### config.mk
export PLATFORM = sky130hd
export DESIGN_NAME = ubm_top
export DESIGN_NICKNAME = d
export VERILOG_FILES = /design/src/rtl/ubm_pkg.sv /design/src/rtl/ubm_top.sv /design/src/rtl/ubm_array.sv
export VERILOG_INCLUDE_DIRS = /design/src /design/src/rtl
export SDC_FILE = /design/constraint.sdc
export NUM_CORES = 1
export LEC_CHECK = 0
export BUFFER_PORTS_ARGS = -buffer_cell sky130_fd_sc_hd__buf_2
export CAP_MARGIN = 30
export CORE_ASPECT_RATIO = 1.5
export CORE_MARGIN = 2
export CORE_UTILIZATION = 45
export CTS_CLUSTER_SIZE = 25
export DETAILED_ROUTE_END_ITERATION = 12
export GPL_TIMING_DRIVEN = 0
export MAX_ROUTING_LAYER = met4
export PLACE_DENSITY = 0.71
export SLEW_MARGIN = 20
export SYNTH_ARGS = -nofsm -noshare
export SYNTH_HDL_FRONTEND = slang
export SYNTH_HIERARCHICAL = 1
export SYNTH_SLANG_ARGS = --single-unit
export TNS_END_PERCENT = 30
### constraint.sdc
create_clock -name CLK -period 22.7 [get_ports CLK]
set_input_delay 1.135 -clock CLK [delete_from_list [all_inputs] [get_ports CLK]]
set_output_delay 1.135 -clock CLK [all_outputs]
set_load 0.01 [all_outputs]
### src/rtl/ubm_defines.svh
// Constants for the unsigned byte multiplier.
// Assumes inclusion by bare name from rtl/.
`ifndef UBM_DEFINES_SVH
`define UBM_DEFINES_SVH
`define UBM_OSC_PER_INSN  4
`define UBM_PRODUCT_REGISTER_RESET    16'h0000
`define UBM_HI_MSB        15
`define UBM_HI_LSB        8
`define UBM_LO_MSB        7
`define UBM_LO_LSB        0
`endif

### src/rtl/ubm_pkg.sv
// Types for the unsigned byte multiplier.
// Assumes nothing beyond a SystemVerilog compiler.
package ubm_pkg;
   typedef logic [7:0]  ubm_byte_t;
   typedef logic [15:0] ubm_product_register_t;
   typedef enum logic [1:0] {UBM_Q1, UBM_Q2, UBM_Q3, UBM_Q4} ubm_phase_t;
endpackage : ubm_pkg

### src/rtl/ubm_top.sv
// Unsigned byte multiplier of the CPU ALU with its product register.
// Assumes the decoder holds operands and strobes stable across a whole
// instruction cycle; the phase counter marks the four oscillator periods.
// Functional notes
// RL1: Both byte operands are unsigned; full unsigned product, no sign handling.
// RL2: Whole 16-bit product stored; bits 15:8 high byte, 7:0 low byte.
// RL3: A multiply leaves every arithmetic status flag unchanged.
// RL4: Product register fully updated within one instruction cycle.
// RL5: Operands are the working register and the addressed data-memory byte.
// RL6: Signed byte multiply: software subtracts operands from high byte.
// RL7: 16x16 unsigned: software sums four weighted byte products.
// RL8: 16x16 signed: software subtracts by high-byte bit 7.
// RL9: One instruction cycle spans four oscillator periods.
// RL10: Product bytes readable, held until next multiply or explicit write.
`include "ubm_defines.svh"
module ubm_top
   import ubm_pkg::*;
(
   // Clock and reset
   input  wire  logic               CLK,
   input  wire  logic               RST,
   // Operands from decode
   input  wire  logic               MULTIPLY_WORKING_BY_FILE,
   input  wire  ubm_pkg::ubm_byte_t WORKING_REGISTER,
   input  wire  ubm_pkg::ubm_byte_t FILE_OPERAND,
   // Explicit writes to the product bytes
   input  wire  logic               WR_HIGH,
   input  wire  logic               WR_LOW,
   input  wire  ubm_pkg::ubm_byte_t WR_DATA,
   // Status flags passed through
   input  wire  logic [4:0]         STATUS_IN,
   // Results
   output logic [1:0]               PHASE,
   output logic                     INSN_END,
   output ubm_pkg::ubm_byte_t       PRODUCT_HIGH_BYTE,
   output ubm_pkg::ubm_byte_t       PRODUCT_LOW_BYTE,
   output logic [4:0]               STATUS_OUT
);
   import ubm_pkg::*;

   // ****************************************
   // Instruction cycle phase
   // ****************************************
   ubm_phase_t phase_q;
   ubm_phase_t phase_d;
   logic       last_q;
   wire        at_q4 = (phase_q == UBM_Q4);

   always_comb begin
      unique case (phase_q)
         UBM_Q1:  phase_d = UBM_Q2;
         UBM_Q2:  phase_d = UBM_Q3;
         UBM_Q3:  phase_d = UBM_Q4;
         UBM_Q4:  phase_d = UBM_Q1; // RL9
      endcase
   end

   always_ff @(posedge CLK) begin
      if (RST) begin
         phase_q <= UBM_Q1;
         last_q  <= 1'b0;
      end else begin
         phase_q <= phase_d;
         last_q  <= (phase_d == UBM_Q4);
      end
   end

   // ****************************************
   // Multiply datapath
   // ****************************************
   ubm_product_register_t product;

   ubm_array u_array (
      .a (WORKING_REGISTER), // RL5
      .b (FILE_OPERAND),
      .p (product)
   );

   // Commit at Q4 so the next instruction sees the full product
   wire do_mul = MULTIPLY_WORKING_BY_FILE & at_q4; // RL4
   // Multiply wins over a same-cycle byte write: both come from one opcode
   wire ld_hi  = do_mul | (WR_HIGH & at_q4);
   wire ld_lo  = do_mul | (WR_LOW & at_q4);
   wire ubm_byte_t hi_d = do_mul ? product[`UBM_HI_MSB:`UBM_HI_LSB] : WR_DATA;
   wire ubm_byte_t lo_d = do_mul ? product[`UBM_LO_MSB:`UBM_LO_LSB] : WR_DATA;

   ubm_byte_t hi_q;
   ubm_byte_t lo_q;
   logic [4:0] status_q;

   always_ff @(posedge CLK) begin
      if (RST) begin
         hi_q <= ubm_byte_t'(`UBM_PRODUCT_REGISTER_RESET >> `UBM_HI_LSB);
         lo_q <= ubm_byte_t'(`UBM_PRODUCT_REGISTER_RESET);
      end else begin
         if (ld_hi) begin
            hi_q <= hi_d; // RL2
         end
         if (ld_lo) begin
            lo_q <= lo_d; // RL10
         end
      end
   end

   // Flags pass untouched; the multiplier has no path into them
   always_ff @(posedge CLK) begin
      if (RST) begin
         status_q <= 5'h00;
      end else begin
         status_q <= STATUS_IN; // RL3
      end
   end

   assign PHASE             = phase_q;
   assign INSN_END          = last_q;
   assign PRODUCT_HIGH_BYTE = hi_q;
   assign PRODUCT_LOW_BYTE  = lo_q;
   assign STATUS_OUT        = status_q;

   // ****************************************
   // Checks
   // ****************************************
   mul_result_a: assert property (@(posedge CLK) disable iff (RST) // RL1
      do_mul |=> {hi_q, lo_q} ==
         16'($past(WORKING_REGISTER)) * 16'($past(FILE_OPERAND)))
      else $error("product register does not hold unsigned product");

   byte_split_a: assert property (@(posedge CLK) disable iff (RST) // RL2
      do_mul |=> hi_q == $past(product[15:8]) && lo_q == $past(product[7:0]))
      else $error("product bytes split wrongly");

   flags_kept_a: assert property (@(posedge CLK) disable iff (RST) // RL3
      1'b1 |=> STATUS_OUT == $past(STATUS_IN))
      else $error("status flags changed by multiplier");

   one_cycle_a: assert property (@(posedge CLK) disable iff (RST) // RL4
      phase_q == UBM_Q1 && MULTIPLY_WORKING_BY_FILE ##1
         MULTIPLY_WORKING_BY_FILE [*3] |=>
         {hi_q, lo_q} ==
            16'($past(WORKING_REGISTER)) * 16'($past(FILE_OPERAND)))
      else $error("multiply not complete within one instruction cycle");

   operand_src_a: assert property (@(posedge CLK) disable iff (RST) // RL5
      do_mul |-> product == 16'(WORKING_REGISTER) * 16'(FILE_OPERAND))
      else $error("operands not taken from working register and file");

   four_phase_a: assert property (@(posedge CLK) disable iff (RST) // RL9
      at_q4 |=> !at_q4 ##1 !at_q4 ##1 !at_q4 ##1 at_q4)
      else $error("instruction cycle is not four clocks");

   hold_product_register_a: assert property (@(posedge CLK) disable iff (RST) // RL10
      !ld_hi && !ld_lo |=> $stable(hi_q) && $stable(lo_q))
      else $error("product register changed without a load");

   write_byte_a: assert property (@(posedge CLK) disable iff (RST) // RL10
      WR_LOW && at_q4 && !do_mul |=> lo_q == $past(WR_DATA))
      else $error("explicit write to low byte lost");

   write_high_a: assert property (@(posedge CLK) disable iff (RST) // RL10
      WR_HIGH && at_q4 && !do_mul |=> hi_q == $past(WR_DATA))
      else $error("explicit write to high byte lost");

   // ****************************************
   // Reset, phase, priority and operand checks
   // ****************************************
   // The three reset checks run through reset on purpose: they watch what reset leaves
   phase_reset_a: assert property (@(posedge CLK) // RL9
      RST |=> phase_q == UBM_Q1 && !last_q)
      else $error("phase counter not cleared by reset");

   product_register_reset_a: assert property (@(posedge CLK) // RL10
      RST |=> hi_q == 8'h00 && lo_q == 8'h00)
      else $error("product register not cleared by reset");

   status_reset_a: assert property (@(posedge CLK) // RL3
      RST |=> STATUS_OUT == 5'h00)
      else $error("status copy not cleared by reset");

   insn_end_a: assert property (@(posedge CLK) disable iff (RST) // RL9
      INSN_END == at_q4)
      else $error("instruction end marker out of step with phase");

   phase_step_a: assert property (@(posedge CLK) disable iff (RST) // RL9
      PHASE != 2'h3 |=> PHASE == $past(PHASE) + 2'h1)
      else $error("phase did not advance by one");

   // A request seen early must wait for the last phase to commit
   no_early_load_a: assert property (@(posedge CLK) disable iff (RST) // RL4
      (MULTIPLY_WORKING_BY_FILE || WR_HIGH || WR_LOW) && !at_q4 |=>
         $stable(hi_q) && $stable(lo_q))
      else $error("product loaded outside the last phase");

   mul_priority_a: assert property (@(posedge CLK) disable iff (RST) // RL2
      do_mul && (WR_HIGH || WR_LOW) |=>
         hi_q == $past(product[15:8]) && lo_q == $past(product[7:0]))
      else $error("byte write beat a multiply");

   // Two operands of 128 or more give at least 16384 when unsigned
   unsigned_top_a: assert property (@(posedge CLK) disable iff (RST) // RL1
      do_mul && WORKING_REGISTER[7] && FILE_OPERAND[7] |=>
         hi_q >= 8'h40)
      else $error("high operand bits treated as signs");

   zero_operand_a: assert property (@(posedge CLK) disable iff (RST) // RL1
      do_mul && (WORKING_REGISTER == 8'h00 || FILE_OPERAND == 8'h00) |=>
         hi_q == 8'h00 && lo_q == 8'h00)
      else $error("product of a zero operand is not zero");
endmodule : ubm_top

### src/rtl/ubm_array.sv
// Combinational 8x8 unsigned array multiplier.
// Assumes operands held stable while the result is sampled.
module ubm_array
   import ubm_pkg::*;
(
   // Operands
   input  wire ubm_pkg::ubm_byte_t a,
   input  wire ubm_pkg::ubm_byte_t b,
   // Result
   output wire ubm_pkg::ubm_product_register_t p
);
   // ****************************************
   // Shift-add partial products
   // ****************************************
   function automatic ubm_product_register_t umul(input ubm_byte_t x, input ubm_byte_t y);
      ubm_product_register_t acc;
      acc = 16'h0000;
      for (int i = 0; i < 8; i++) begin
         if (y[i]) begin
            acc = ubm_product_register_t'(acc + (ubm_product_register_t'(x) << i)); // RL1
         end
      end
      return acc;
   endfunction : umul

   assign p = umul(a, b);
endmodule : ubm_array

==> metrics.md <==
| Metric | Value |
|---|---|
| Placed cell area | 4660 um2 |
| Initial DRC Count | 217 |
| Worst Path Max Fanout | 10 |
| Vias | 4187 |
| I/O Pins | 58 |
| Final-stage net count | 693 |
| Clock power share | between 8 and 9% |
| First-pass GRT wire length | 19000 um |
| Fin crit share | 45.7% |
| Core Rows | 43 |
| Final setup viols | 0 |
| Num CTS Buffers | 3 |
| Switch share | 46.5% |
| EDFF count, synth | 0 |
| CP Class | in -> reg |
| Count of cell types in the netlist | 71 |
| Yosys warning count | 6 |
| Hold_buf cts | 0 |
| FF+latch count, synth | 24 |
| R2R Setup Slk | 21.32 ns |
| Commonest cells after routing, fill and taps aside | ha_1, buf_2, nor2_1, a21oi_1, nand2_1 |
| Place WS | 12.19 ns |
| Layout filler cell count | 886 |
| CP max stage delay | 0.46 ns |
| Largest delay share family, worst path | compound AO/OA/AOI/OAI gates |
| Crit path required time | 22.89 ns |
| Final WL | between 10000 and 15000 um |
| Setup ws final | 12.32 ns |
| Crit. End Element | register |
| Most common cell after layout, fill and taps aside | ha_1 |
| Worst-margin pin slew | 0.524 ns |
| GRT Total Usage | 23.0% |
| CTS tree | yes |
| Placer Congestion | 0.884 |
| DRC violation count after routing | 0 |
| Logic pwr share | between 70 and 80% |
| Largest net degree at the start of global routing | 16 |
| Post-layout min period | 10.38 ns |
| Seq pwr share | 11.6% |
| P&R area growth vs syn | 11.4% |
| RSZ-0062 raised after global routing | false |
| Fin. max-slew vios | 0 |
| Antenna Violating Nets Remaining | 0 |
| Post-synthesis cell area | ~4200 um2 |
| Pwr dens | a little over 90 nW/um2 |
| Post-Syn Nets | 634 |
| Inserted Diodes | 0 |
| Clock latency on the worst-skew pair | around 0.26 ns |
| Postcts setup bufs | 0 |
| DIE AREA | between 10000 and 15000 um2 |
| Final clock skew | 0.00202 ns |
| Syn Inst Count | approximately 530 |
| Area contributors post-synth | ha_1, dfxtp_1, xnor2_1, a21oi_1, mux2_2 |
| Core Box Area | 9200 um2 |
| Status | complete, no violations |
| Worst hold margin | ~0.5 ns |
| Synth Flop Type | dfxtp_1 |
| Hold crit path type | reg -> reg |
| Bufs and invs on worst path | 4 |
| GRT Residual Overflow | 0 |
| Worst rel slew slack | 65.1% |
| Post-synthesis sequential area ratio | 11.3% |
| Routed len/inst | 16.2 um |
| Peak VDD IR | 84.7 uV |
| Sink Count | 24 |
| Fmax | roughly 96 MHz |
| Pint | about 0.00024 W |
| Avg Vias per Cell | 6.00 |
| P_sw | 0.000205 W |
| CTS H-tree depth | 1 |
| Vias in the first global route | 4213 |
| Clk slew on worst S/H paths | 0.06 ns |
| Synth Area per Inst | about 8 um2 |
| Initial Utilization | 46.2% |
| Multi-input gate area | 3550 um2 |
| Clock tree buffer depth | 2 |
| # port buffers | 54 |
| CTS root buf | clkbuf_16 |
| Post-route cell area | 4730 um2 |
| Area share of the largest cell type after synthesis | 18.9% |
| Post-synth top area cell | ha_1 |
| Ys async rst share | 0% |
| Die width | approximately 83 um |
| Most frequent CP cell | ha_1 |
| Sequential cell area | 480 um2 |
| Fin. Hold Viols | 0 |
| P_leak | 2.14 nW |
| Resized Gates After CTS | 0 |
| Critical-path top delay cell | a221oi_1 |
| Sum of negative setup slack | 0 ns |
| DR pass1 iterations | 5 |
| Initial antenna violation count | 0 |
| WP data arrival | 10.56 ns |
| Fraction of layout cells with a size suffix above 1 | approximately a fifth |
| Setup crit start kind | primary input |
| DP HPWL | between 9000 and 10000 um |
| Die H | 123 um |
| # Max-Cap Violations | 0 |
-- final cells by class --
cell class,instances,area share (%)
multi-input combinational,459,75.0
sequential,24,10.2
timing repair buffer,54,5.71
tap,112,2.96
buffer,20,2.48
inverter,26,2.06
clock buffer,3,1.59
-- power by group through the flow --
stage           Clock, W  Combinational [W]  Sequential, W
2_1_floorplan          0           0.000277      0.0000537
3_3_place_gp           0           0.000335      0.0000516
3_5_place_dp           0           0.000346      0.0000519
4_1_cts        0.0000390           0.000349      0.0000511
5_1_grt        0.0000400           0.000395      0.0000516
6_report       0.0000381           0.000351      0.0000510
-- Yosys cell counts (9+ instances only) --
cell type,instances
ha_1,64
nor2_1,48
a21oi_1,40
nand2_1,28
inv_1,25
o21ai_0,25
dfxtp_1,24
xnor2_1,23
nor2b_1,18
mux2_2,17
nor3_1,16
a21o_1,13
nand2b_1,13
a211oi_2,12
xor2_1,11
and2_1,9
clkbuf_1,9
o21a_1,9
-- worst reg2reg max path: stages, from the launching register on --
cell      delay [ns]
dfxtp_1         0.42
ha_1            0.29
nand2b_1        0.16
o32ai_1         0.29
nor3_1          0.09
-- metrics by stage --
step                utilization (%)  power, W  cells
floorplan                         -  0.000331    529
global route                   51.4  0.000487    698
global placement               50.6  0.000387    695
detailed placement             50.6  0.000398    695
CTS                            51.4  0.000439    698
finish                         51.4  0.000440    698
-- registers in the layout, summed over array words and instances (netlist names) --
| signal | count |
|---|---|
| STATUS_OUT | 5 |
| PHASE | 2 |
| PRODUCT_HIGH_BYTE | 8 |
| INSN_END | 1 |
| PRODUCT_LOW_BYTE | 8 |
-- path summary, 6_finish.rpt --
check                       startpoint                    to  cells after the start
setup / recovery       FILE_OPERAND[0]  PRODUCT_HIGH_BYTE[6]                     46
hold / removal    PRODUCT_HIGH_BYTE[6]  PRODUCT_HIGH_BYTE[6]                      2
setup reg to reg              PHASE[1]  PRODUCT_HIGH_BYTE[2]                      4
hold reg to reg   PRODUCT_HIGH_BYTE[6]  PRODUCT_HIGH_BYTE[6]                      2
-- cell families after synthesis --
family,Yosys count,synth area share (%)
simple gates,165,20.0
mux,25,6.51
xor+xnor,34,7.01
compound gates,164,28.0
buf+inv,46,5.07
flops,24,11.3
fa+ha+maj,71,22.2
-- metal layers --
metal | wire length (um) | GRT usage, %
met1 | 4500 | 23.6
met2 | 5880 | 43.8
met3 | 433 | 1.80
met4 | 509 | 12.1
met5 | 0 | -
(Power assumes the default switching activity.)
